==> config.mk <==
export PLATFORM = sky130hd
export DESIGN_NAME = acis_irq_top
export DESIGN_NICKNAME = d
export VERILOG_FILES = /design/src/shared/acis_pkg.sv /design/src/hdl/acis_avl_front.sv /design/src/hdl/acis_irq_group.sv /design/src/hdl/acis_irq_top.sv
export VERILOG_INCLUDE_DIRS = /design/src /design/src/shared
export SDC_FILE = /design/constraint.sdc
export NUM_CORES = 1
export LEC_CHECK = 0
export BUFFER_PORTS_ARGS = -buffer_cell sky130_fd_sc_hd__buf_2
export CAP_MARGIN = 30
export CORE_MARGIN = 8
export CORE_UTILIZATION = 40
export DETAILED_ROUTE_END_ITERATION = 12
export SLEW_MARGIN = 20
export SYNTH_ARGS = -nofsm -noshare
export SYNTH_HDL_FRONTEND = slang
export SYNTH_SLANG_ARGS = --single-unit
==> constraint.sdc <==
create_clock -name clk -period 2.3 [get_ports clk]
set_input_delay 0 -clock clk [delete_from_list [all_inputs] [get_ports clk]]
set_output_delay 0 -clock clk [all_outputs]
set_load 0.02 [all_outputs]
==> src/shared/acis_params.svh <==
// acis_params.svh: offsets, field positions and reset values of the
// audio converter interrupt block.
// assumes word-indexed registers; byte address is four times the index.
`ifndef ACIS_PARAMS_SVH
`define ACIS_PARAMS_SVH

// register indices (byte address = index * 4)
`define ACIS_IDX_G1_STAT  6'h07
`define ACIS_IDX_G2_STAT  6'h08
`define ACIS_IDX_G1_MASK  6'h09
`define ACIS_IDX_G1_MODEH 6'h0A
`define ACIS_IDX_G1_MODEL 6'h0B
`define ACIS_IDX_G2_MASK  6'h0C
`define ACIS_IDX_G2_MODEH 6'h0D
`define ACIS_IDX_G2_MODEL 6'h0E

// reset value of every status, mask and mode register
`define ACIS_RST_VAL 8'h00
// group 2 bits 7:6 do not exist and read as zero
`define ACIS_G2_USED 8'h3F

// group 1 field positions
`define ACIS_G1_TX_SLIP  7
`define ACIS_G1_OUT_SLIP 6
`define ACIS_G1_RATIO    5
`define ACIS_G1_OVR_L    4
`define ACIS_G1_OVR_R    3
`define ACIS_G1_DE_CS    2
`define ACIS_G1_EF_CS    1
`define ACIS_G1_RX_FAULT 0

// group 2 field positions
`define ACIS_G2_VARISPEED_BUFFER_OVERFLOW    5
`define ACIS_G2_UNLOCK   4
`define ACIS_G2_DE_USER  3
`define ACIS_G2_EF_USER  2
`define ACIS_G2_QSUB     1
`define ACIS_G2_USER_FIFO_OVERWRITE     0

`endif

==> src/shared/acis_pkg.sv <==
// acis_pkg: types shared by the interrupt block files.
// assumes acis_params.svh holds all numeric constants.
package acis_pkg;

  // two-bit trigger code, high bit from the MSB mode register
  typedef enum logic [1:0] {
    ACIS_MODE_RISE,
    ACIS_MODE_FALL,
    ACIS_MODE_LEVEL,
    ACIS_MODE_RSVD
  } acis_mode_t;

  // bus front end state
  typedef enum logic {
    ACIS_BUS_IDLE,
    ACIS_BUS_ANSWER
  } acis_bus_st_t;

  // one register access as the slave sees it
  typedef struct packed {
    logic       rd;
    logic       wr;
    logic [5:0] idx;
    logic [7:0] wdata;
    logic       be0;
  } acis_bus_req_t;

  // settings of one interrupt group
  typedef struct packed {
    logic [7:0] mask;
    logic [7:0] mode_hi;
    logic [7:0] mode_lo;
  } acis_grp_cfg_t;

endpackage : acis_pkg

==> src/hdl/acis_avl_front.sv <==
// acis_avl_front: waitrequest sequencing for the register slave.
// assumes the master holds a request until it sees waitrequest low.
`timescale 1ns/1ps
module acis_avl_front (
  input  wire logic clk,
  input  wire logic sys_rst,
  input  wire logic req,
  output logic      waitrequest,
  output logic      cap,
  output logic      acc
);

  acis_pkg::acis_bus_st_t st_r;

  // one wait state gives time to register read data
  assign waitrequest = req && (st_r == acis_pkg::ACIS_BUS_IDLE);
  assign cap         = req && (st_r == acis_pkg::ACIS_BUS_IDLE);
  assign acc         = req && (st_r == acis_pkg::ACIS_BUS_ANSWER);

  always_ff @(posedge clk) begin
    if (sys_rst) begin
      st_r <= acis_pkg::ACIS_BUS_IDLE;
    end else begin
      unique case (st_r)
        acis_pkg::ACIS_BUS_IDLE: begin
          if (req) begin
            st_r <= acis_pkg::ACIS_BUS_ANSWER;
          end
        end
        acis_pkg::ACIS_BUS_ANSWER: begin
          st_r <= acis_pkg::ACIS_BUS_IDLE;
        end
      endcase
    end
  end
endmodule : acis_avl_front

==> src/hdl/acis_irq_group.sv <==
// acis_irq_group: eight sticky status bits with mask and trigger mode.
// assumes sources are synchronous to clk; clr comes from the bus side.
`timescale 1ns/1ps
`include "acis_params.svh"
module acis_irq_group (
  input  wire logic                  clk,
  input  wire logic                  sys_rst,
  input  wire logic [7:0]            src,
  input  wire acis_pkg::acis_grp_cfg_t cfg,
  input  wire logic [7:0]            clr,
  output logic      [7:0]            status,
  output logic      [7:0]            evt
);

  logic [7:0] src_d_r;
  logic [7:0] status_r;

  always_ff @(posedge clk) begin
    if (sys_rst) begin
      src_d_r <= `ACIS_RST_VAL;
    end else begin
      src_d_r <= src;
    end
  end

  for (genvar i = 0; i < 8; i++) begin : g_bit
    acis_pkg::acis_mode_t mode;
    // code is MSB register bit over LSB register bit
    assign mode = acis_pkg::acis_mode_t'({cfg.mode_hi[i], cfg.mode_lo[i]});

    always_comb begin
      unique case (mode)
        acis_pkg::ACIS_MODE_RISE:  evt[i] = src[i] && !src_d_r[i];
        acis_pkg::ACIS_MODE_FALL:  evt[i] = !src[i] && src_d_r[i];
        acis_pkg::ACIS_MODE_LEVEL: evt[i] = src[i];
        acis_pkg::ACIS_MODE_RSVD:  evt[i] = 1'b0;
      endcase
    end

  end

  // set wins over clear so an event in the read cycle survives
  always_ff @(posedge clk) begin
    if (sys_rst) begin
      status_r <= `ACIS_RST_VAL;
    end else begin
      status_r <= cfg.mask & ((status_r & ~clr) | evt);
    end
  end

  assign status = status_r & cfg.mask;

endmodule : acis_irq_group

==> src/hdl/acis_irq_top.sv <==
// acis_irq_top: interrupt status, mask and mode registers of a stereo
// audio transceiver with sample rate converter, on an Avalon-MM slave.
// assumes condition inputs are synchronous single-clock levels or pulses.
// Operation
// - a status bit reads 1 if its condition happened since the last read, else 0.
// - reading a status register clears its bits.
// - a level-mode bit stays 1 after the read while its source is still true.
// - a status bit whose mask bit is 0 always reads 0.
// - with mask 1 the condition sets its status bit and drives the interrupt pin.
// - with mask 0 the condition touches neither status nor the interrupt pin.
// - each mask bit gates the status bit at the same position in its group.
// - the MSB and LSB mode registers give each source a two-bit code, MSB on top.
// - code 00 fires on arrival, 01 on removal, 10 while present, 11 is reserved.
// - status, mask and mode registers all reset to zero.
`timescale 1ns/1ps
`include "acis_params.svh"
module acis_irq_top (
  input  wire logic        clk,
  input  wire logic        sys_rst,
  input  wire logic [7:0]  avs_address,
  input  wire logic        avs_read,
  input  wire logic        avs_write,
  input  wire logic [31:0] avs_writedata,
  input  wire logic [3:0]  avs_byteenable,
  output logic      [31:0] avs_readdata,
  output logic             avs_waitrequest,
  input  wire logic        tx_sample_drop,
  input  wire logic        out_sample_drop,
  input  wire logic        rate_ratio_exceeded,
  input  wire logic        left_overrange,
  input  wire logic        right_overrange,
  input  wire logic        d_to_e_chstat_done,
  input  wire logic        e_to_f_chstat_done,
  input  wire logic        receiver_fault,
  input  wire logic        varispeed_buffer_overflow,
  input  wire logic        rate_tracking_lost,
  input  wire logic        d_to_e_user_transfer_done,
  input  wire logic        e_to_f_user_transfer_done,
  input  wire logic        q_subcode_block_ready,
  input  wire logic        user_fifo_overwrite,
  output logic             irq_out
);

  acis_pkg::acis_bus_req_t req;
  acis_pkg::acis_grp_cfg_t cfg1;
  acis_pkg::acis_grp_cfg_t cfg2;

  logic        bus_cap;
  logic        bus_acc;
  logic        rd_acc;
  logic        wr_acc;
  logic        wr_ok;
  logic [7:0]  g1_src;
  logic [7:0]  g2_src;
  logic [7:0]  g1_status;
  logic [7:0]  g2_status;
  logic [7:0]  g1_evt;
  logic [7:0]  g2_evt;
  logic [7:0]  g1_clr;
  logic [7:0]  g2_clr;
  logic [7:0]  rd_byte;
  logic [7:0]  mask1_r;
  logic [7:0]  mode1_hi_r;
  logic [7:0]  mode1_lo_r;
  logic [7:0]  mask2_r;
  logic [7:0]  mode2_hi_r;
  logic [7:0]  mode2_lo_r;
  logic [7:0]  rd_bits_r;
  logic [31:0] readdata_r;

  // bus request gathered into one bundle; low two address bits ignored
  assign req.rd    = avs_read;
  assign req.wr    = avs_write;
  assign req.idx   = avs_address[7:2];
  assign req.wdata = avs_writedata[7:0];
  assign req.be0   = avs_byteenable[0];

  acis_avl_front u_front (
    .clk         (clk),
    .sys_rst     (sys_rst),
    .req         (req.rd || req.wr),
    .waitrequest (avs_waitrequest),
    .cap         (bus_cap),
    .acc         (bus_acc)
  );

  assign rd_acc = bus_acc && req.rd;
  assign wr_acc = bus_acc && req.wr;
  // registers live in byte lane 0 only
  assign wr_ok  = wr_acc && req.be0;

  // condition inputs packed into their bit positions
  assign g1_src[`ACIS_G1_TX_SLIP]  = tx_sample_drop;
  assign g1_src[`ACIS_G1_OUT_SLIP] = out_sample_drop;
  assign g1_src[`ACIS_G1_RATIO]    = rate_ratio_exceeded;
  assign g1_src[`ACIS_G1_OVR_L]    = left_overrange;
  assign g1_src[`ACIS_G1_OVR_R]    = right_overrange;
  assign g1_src[`ACIS_G1_DE_CS]    = d_to_e_chstat_done;
  assign g1_src[`ACIS_G1_EF_CS]    = e_to_f_chstat_done;
  assign g1_src[`ACIS_G1_RX_FAULT] = receiver_fault;

  assign g2_src[7:6]               = 2'h0;
  assign g2_src[`ACIS_G2_VARISPEED_BUFFER_OVERFLOW]    = varispeed_buffer_overflow;
  assign g2_src[`ACIS_G2_UNLOCK]   = rate_tracking_lost;
  assign g2_src[`ACIS_G2_DE_USER]  = d_to_e_user_transfer_done;
  assign g2_src[`ACIS_G2_EF_USER]  = e_to_f_user_transfer_done;
  assign g2_src[`ACIS_G2_QSUB]     = q_subcode_block_ready;
  assign g2_src[`ACIS_G2_USER_FIFO_OVERWRITE]     = user_fifo_overwrite;

  // mask and mode registers of group 1
  always_ff @(posedge clk) begin
    if (sys_rst) begin
      mask1_r    <= `ACIS_RST_VAL;
      mode1_hi_r <= `ACIS_RST_VAL;
      mode1_lo_r <= `ACIS_RST_VAL;
    end else if (wr_ok) begin
      if (req.idx == `ACIS_IDX_G1_MASK) begin
        mask1_r <= req.wdata;
      end
      if (req.idx == `ACIS_IDX_G1_MODEH) begin
        mode1_hi_r <= req.wdata;
      end
      if (req.idx == `ACIS_IDX_G1_MODEL) begin
        mode1_lo_r <= req.wdata;
      end
    end
  end

  // mask and mode registers of group 2; missing bits 7:6 stay zero
  always_ff @(posedge clk) begin
    if (sys_rst) begin
      mask2_r    <= `ACIS_RST_VAL;
      mode2_hi_r <= `ACIS_RST_VAL;
      mode2_lo_r <= `ACIS_RST_VAL;
    end else if (wr_ok) begin
      if (req.idx == `ACIS_IDX_G2_MASK) begin
        mask2_r <= req.wdata & `ACIS_G2_USED;
      end
      if (req.idx == `ACIS_IDX_G2_MODEH) begin
        mode2_hi_r <= req.wdata & `ACIS_G2_USED;
      end
      if (req.idx == `ACIS_IDX_G2_MODEL) begin
        mode2_lo_r <= req.wdata & `ACIS_G2_USED;
      end
    end
  end

  assign cfg1.mask    = mask1_r;
  assign cfg1.mode_hi = mode1_hi_r;
  assign cfg1.mode_lo = mode1_lo_r;
  assign cfg2.mask    = mask2_r;
  assign cfg2.mode_hi = mode2_hi_r;
  assign cfg2.mode_lo = mode2_lo_r;

  // only the bits that went out in the read data are cleared, so an
  // event landing during the wait state is never lost
  always_comb begin
    g1_clr = 8'h00;
    g2_clr = 8'h00;
    if (rd_acc && req.idx == `ACIS_IDX_G1_STAT) begin
      g1_clr = rd_bits_r;
    end
    if (rd_acc && req.idx == `ACIS_IDX_G2_STAT) begin
      g2_clr = rd_bits_r;
    end
    if (wr_ok && req.idx == `ACIS_IDX_G1_STAT) begin
      g1_clr = req.wdata;
    end
    if (wr_ok && req.idx == `ACIS_IDX_G2_STAT) begin
      g2_clr = req.wdata;
    end
  end

  acis_irq_group u_grp1 (
    .clk     (clk),
    .sys_rst (sys_rst),
    .src     (g1_src),
    .cfg     (cfg1),
    .clr     (g1_clr),
    .status  (g1_status),
    .evt     (g1_evt)
  );

  acis_irq_group u_grp2 (
    .clk     (clk),
    .sys_rst (sys_rst),
    .src     (g2_src),
    .cfg     (cfg2),
    .clr     (g2_clr),
    .status  (g2_status),
    .evt     (g2_evt)
  );

  // read mux; unmapped indices read zero
  always_comb begin
    rd_byte = 8'h00;
    unique case (req.idx)
      `ACIS_IDX_G1_STAT:  rd_byte = g1_status;
      `ACIS_IDX_G2_STAT:  rd_byte = g2_status & `ACIS_G2_USED;
      `ACIS_IDX_G1_MASK:  rd_byte = mask1_r;
      `ACIS_IDX_G1_MODEH: rd_byte = mode1_hi_r;
      `ACIS_IDX_G1_MODEL: rd_byte = mode1_lo_r;
      `ACIS_IDX_G2_MASK:  rd_byte = mask2_r;
      `ACIS_IDX_G2_MODEH: rd_byte = mode2_hi_r;
      `ACIS_IDX_G2_MODEL: rd_byte = mode2_lo_r;
      default:            rd_byte = 8'h00;
    endcase
  end

  // read data is taken during the wait state and held through the answer
  always_ff @(posedge clk) begin
    if (sys_rst) begin
      rd_bits_r  <= 8'h00;
      readdata_r <= 32'h0000_0000;
    end else if (bus_cap && req.rd) begin
      rd_bits_r  <= rd_byte;
      readdata_r <= {24'h00_0000, rd_byte};
    end
  end

  assign avs_readdata = readdata_r;

  // status is already masked, so an OR gives the pin directly
  assign irq_out = |{g1_status, g2_status};
endmodule : acis_irq_top

### Yosys cells after proc, flatten, opt, wreduce, memory -nomap -nowiden

Index checks and enable logic that the tools add are counted.
Widths: inputs -> output; s select.

* register bits: 81
* bits of input ports: 62

* eq/ne operators: 50
* multiplexer cells: 21
* bitwise operators: 11
* reductions and logical operators: 88

Operators by type and width (number)
* $pmux 8 s8: 1
* $eq 2x2->1 const B: 28
* $pmux 1 s4: 14
* $eq 6x4->1 const B: 7
* $logic_and 1x1->1: 38
* $and 8x8->8: 4
* $mux 8: 4
* $eq 2x1->1 const B: 14
* $logic_not 1->1: 28
* $logic_not 2->1: 14
* $not 8->8: 2
* $reduce_or 16->1: 1
* $reduce_and 2->1: 6
* $and 6x8->8: 1
* $and 8x6->8: 1
* $or 8x6->8: 1
* $or 8x8->8: 1
* $eq 6x3->1 const B: 1
* $pmux 1 s2: 1
* $logic_or 1x1->1: 1
* $mux 1: 1
* $not 1->1: 1

### Logic depth before layout (Yosys ltp)

* depth after elaboration: 10
* depth in mapped cells: 7
* gate-level depth less buffers: 4

### By module

From an unflattened synthesis, not the netlist that was laid out.

* cell total of the unflattened synthesis: 463
* area, all modules: 4598.2 µm²

By module, submodules not included
* acis_irq_top: times used 1, cells each 296, area each 2795.2 µm²
* acis_irq_group: times used 2, cells each 81, area each 874.6 µm²
* acis_avl_front: times used 1, cells each 5, area each 53.8 µm²

### Worst setup path after synthesis

No wires, ideal clock.

* path kind: input-to-reg
* start: input port avs_address[6]
* end: register mask1_r[0]
* library setup time: 0.128 ns
* arrival time: 1.444 ns
* required time: 2.172 ns
* setup slack: 0.728 ns
* stages: 6
* path buffers: 2
* cell sequence: buf_4 > or4b_4 > buf_6 > nor3_4 > mux2i_1 > nor2_1

* cells in the longest elaborated chain, start to end: 2

RTL lines
* start: declaration: line acis_irq_top.sv:20 `input wire logic [7:0] avs_address,`
* $eq 6x4->1
* $reduce_and 2->1 (no source line)
* end signal: assignment: line acis_irq_top.sv:113 `` mask1_r <= `ACIS_RST_VAL; ``
* end signal: assignment: line acis_irq_top.sv:118 `mask1_r <= req.wdata;`
* end: declaration: line acis_irq_top.sv:62 `logic [7:0] mask1_r;`

No other way between the ends.
A chain may end at the register's enable or synchronous reset.

### Worst setup path in the final report

* start: register u_front.st_r
* end: register mode2_lo_r[0]

* cells in the longest elaborated chain, start to end: 4

RTL lines
* start: declaration: line acis_avl_front.sv:13 `acis_pkg::acis_bus_st_t st_r;`
* start signal: assignment: line acis_avl_front.sv:22 `st_r <= acis_pkg::ACIS_BUS_IDLE;`
* start signal: assignment: line acis_avl_front.sv:27 `st_r <= acis_pkg::ACIS_BUS_ANSWER;`
* start signal: assignment: line acis_avl_front.sv:31 `st_r <= acis_pkg::ACIS_BUS_IDLE;`
* $logic_and 1x1->1: line acis_avl_front.sv:18 `assign acc = req && (st_r == acis_pkg::ACIS_BUS_ANSWER);`
* $logic_and 1x1->1: line acis_irq_top.sv:88 `assign wr_acc = bus_acc && req.wr;`
* $logic_and 1x1->1: line acis_irq_top.sv:90 `assign wr_ok = wr_acc && req.be0;`
* $reduce_and 2->1 (no source line)
* end signal: assignment: line acis_irq_top.sv:134 `` mode2_lo_r <= `ACIS_RST_VAL; ``
* end signal: assignment: line acis_irq_top.sv:143 `` mode2_lo_r <= req.wdata & `ACIS_G2_USED; ``
* end: declaration: line acis_irq_top.sv:67 `logic [7:0] mode2_lo_r;`

No other way between the ends.

==> impl_metrics.env <==
export IMPL_min_from="avs_writedata[0]"
export IMPL_boundaryPins=96
export IMPL_antenna_found_initial=0
export IMPL_finalCritPeriodShare=0.7821
export IMPL_netlist_top_cell_by_area="dfxtp_1"
export IMPL_synthesis_yosys_warnings=0
export IMPL_synth_ff_type="dfxtp_1"
export IMPL_place_port_buffers=42
export IMPL_cts_made_buffers=9
export IMPL_drt_first_pass_iters=4
export IMPL_synth_seq_cells=79
export IMPL_number_of_global_route_vias_before_repair=3386
export IMPL_worstSetupStartpointType="flop"
export IMPL_globalRouteOverflowTotal=0
export IMPL_worst_r2r_path_cells=4
export IMPL_ant_diodes=0
export IMPL_crit_required_ps=2540
export IMPL_synth_area_mm2=0.004069
export IMPL_worst_r2r_setup_slack_ps=500
export IMPL_slew_limit_fails=0
export IMPL_status="finished clean"
export IMPL_gp_routability_congestion=0.8517
export IMPL_die_width_um=116.9
export IMPL_met3_wirelength_um=663
export IMPL_number_of_sinks_handled_by_clock_tree_synthesis=79
export IMPL_coreArea_mm2=0.01009
export IMPL_syn_area_per_cell_um2=9.042
export IMPL_share_of_the_yosys_chip_area_belonging_to_registers=0.3887
export IMPL_synthToLayoutAreaGrowth_pct=16.70
export IMPL_clk_pin_slew_worst_paths_ps=80
export IMPL_wirelength_met1_um=5038
export IMPL_tritoncts="done"
export IMPL_floorplan_initialDensity=0.4032
export IMPL_worst_skew_pair_late_latency_ps=370
export IMPL_finalSetupViolations=0
export IMPL_hp_class="input port to flop"
export IMPL_die_area_mm2=0.01366
export IMPL_synth_async_reset_ratio=0
export IMPL_peak_ir_drop_on_the_vdd_network_mv=0.3134
export IMPL_maximum_number_of_pins_on_one_net_before_global_route_repair=40
export IMPL_drt_wl_total_um=10800
export IMPL_grt_usage=0.1644
export IMPL_rr_startpoint="u_front.st_r$_SDFF_PP0_"
export IMPL_hold_path_cells=3
export IMPL_final_hold_worst_slack_ps=1.692
export IMPL_critical_path_arrival_ps=2040
export IMPL_timing_rr_end="mode2_lo_r[0]$_SDFFE_PP0P_"
export IMPL_die_span_y_um=116.9
export IMPL_synth_enable_flop_cells=0
export IMPL_grt_first_pass_wirelength_um=17300
export IMPL_powerDensity_mw_per_mm2=562.1
export IMPL_final_period_minus_worst_setup_slack_ps=1799
export IMPL_vias=3416
export IMPL_timing_setup_tns_ps=0
export IMPL_ctsLongestPathBuffers=2
export IMPL_finalHoldViolCount=0
export IMPL_yosys_cell_types_count=42
export IMPL_max_freq_ghz=0.5559
export IMPL_postRouteAntennaNets=0
export IMPL_first_iter_violations=212
export IMPL_max_cap_viols=0
export IMPL_root_buffer_master="clkbuf_8"
export IMPL_yosys_area_top_type_share=0.3887
export IMPL_synthesis_instances=450
export IMPL_cp_max_fo=9
export IMPL_viasPerCell=5.255
export IMPL_rsz0062_at_grt="false"
export IMPL_top_post_synthesis_cells_by_area="dfxtp_1 (39%), mux2i_1 (12%), nor2_1 (4.7%)"
export IMPL_cts_htree_levels=3
export IMPL_critical_path_endpoint_type="flop"
export IMPL_post_cts_repair_setup_buffers=0
export IMPL_final_layout_size_suffix_gt1_frac=0.1770
export IMPL_wl_per_cell_um=16.62
export IMPL_routed_top_layer="met4"
export IMPL_rows=37
export IMPL_place_detailed_hpwl_um=7839
export IMPL_finClkSkew_ps=9.780
export IMPL_drt_drc_violations_left=0
export IMPL_num_nets_final=571
export IMPL_timing_setup_critical_path_class="flop to flop"
export IMPL_post_cts_resized=0
export IMPL_leakagePower_nw=1.721
export IMPL_holdPathEnd="mode1_lo_r[0]$_SDFFE_PP0P_"
export IMPL_met2_length_um=4960
-- layout by cell type (no fill, tap or decap), drive strengths merged, types with 2 or more instances in the layout --
cell type    count
a211oi           5
a221oi          10
a22o             2
a22oi            3
a311oi          21
a32oi            8
and3             7
buf             57
clkbuf          12
clkinv           3
conb            24
dfxtp           79
dlygate4sd3     20
inv             14
mux2             7
mux2i           49
nand2           22
nand2b          17
nand3            8
nand3b          19
nand4            7
nor2            51
nor2b           14
nor3            11
nor3b            2
nor4             3
nor4b            3
o21ai           17
o31a             2
or3b             7
-- report_power, final --
group	switching [mW]	internal [mW]	total, mW
clock network	0.498	0.527	1.02
logic	0.169	0.0874	0.256
registers	0.00586	1.38	1.39
total	0.673	2.00	2.67
-- repair_timing --
item	CTS	global route
endpoints found under the hold margin	40	0
setup endpoints to repair	0	0
hold buffers	20	0
-- metrics by stage --
stage | worst slack [ps] | instance area, µm² | std cells | power [mW] | utilization
2_1_floorplan | 728.3 | 4155 | 473 | 1.593 | -
3_5_place_dp | 420.7 | 4358 | 614 | 1.647 | 0.4318
6_report | 501.3 | 4748 | 650 | 2.669 | 0.4705
5_1_grt | 411.7 | 4748 | 650 | 2.784 | 0.4705
3_3_place_gp | 454.1 | 4358 | 614 | 1.644 | 0.4318
4_1_cts | 513.8 | 4748 | 650 | 2.687 | 0.4705
-- cells by family after synthesis --
| kind of cell | synth area share |
|---|---|
| muxes | 0.1399 |
| buffers and inverters | 0.08887 |
| and+or+nand+nor | 0.2488 |
| xor gates and xnor gates | 0.002153 |
| AOI/OAI and AO/OA | 0.1307 |
| DFF | 0.3887 |
| other | 0.0009216 |
-- area by class of cell --
cell class	count	area (µm²)
Clock buffer	12	145.1
Clock inverter	4	45.04
Fill cell	1028	5344
Tap cell	136	170.2
Sequential cell	79	1582
Multi-Input combinational cell	328	2218
Inverter	14	52.55
Timing Repair Buffer	77	535.5
-- how the worst max path moves through the flow --
| stage | startpoint | to | slack (ps) | cells after the start |
|---|---|---|---|---|
| 2_1_floorplan | avs_address[6] | mask1_r[0]$_SDFFE_PP0P_ | 730 | 6 |
| 3_3_place_gp | avs_address[5] | u_grp2.status_r[0]$_SDFF_PP0_ | 450 | 5 |
| 3_5_place_dp | avs_address[5] | u_grp2.status_r[1]$_SDFF_PP0_ | 420 | 5 |
| 4_1_cts | u_front.st_r$_SDFF_PP0_ | mode2_lo_r[0]$_SDFFE_PP0P_ | 510 | 4 |
| 5_1_grt | u_front.st_r$_SDFF_PP0_ | mode2_lo_r[0]$_SDFFE_PP0P_ | 410 | 4 |
| 6_report | u_front.st_r$_SDFF_PP0_ | mode2_lo_r[0]$_SDFFE_PP0P_ | 500 | 4 |
-- per-layer routing --
metal	vias up	GRT usage
met4	0	0.06826
met3	10	0.02976
met5	-	0
li1	1706	-
met2	97	0.2578
met1	1603	0.2178
-- cell usage after synthesis, drive strengths merged (7+ instances only) --
cell type / instances
a311oi: 21
nor3: 11
a32oi: 8
clkbuf: 19
o21ai: 17
inv: 14
buf: 33
mux2i: 49
a221oi: 10
mux2: 7
nand3b: 19
nor2b: 14
and3: 7
nor2: 51
nand3: 8
nand2: 22
nand2b: 17
dfxtp: 79
or3b: 7
nand4: 7
-- registers in the layout, indices dropped and copies added (netlist names) --
signal / cells
mask1_r: 8
mask2_r: 6
mode1_hi_r: 8
mode1_lo_r: 8
mode2_hi_r: 6
mode2_lo_r: 6
rd_bits_r: 8
u_front.st_r: 1
u_grp1.src_d_r: 8
u_grp1.status_r: 8
u_grp2.src_d_r: 6
u_grp2.status_r: 6
-- worst max-delay path: stages, from the launching register on --
cell     delay, ps
dfxtp_1        410
and3_1         390
and4_1         550
mux2i_1        260
nor2_1          50
Note: power is estimated with default switching activity, not from simulation.
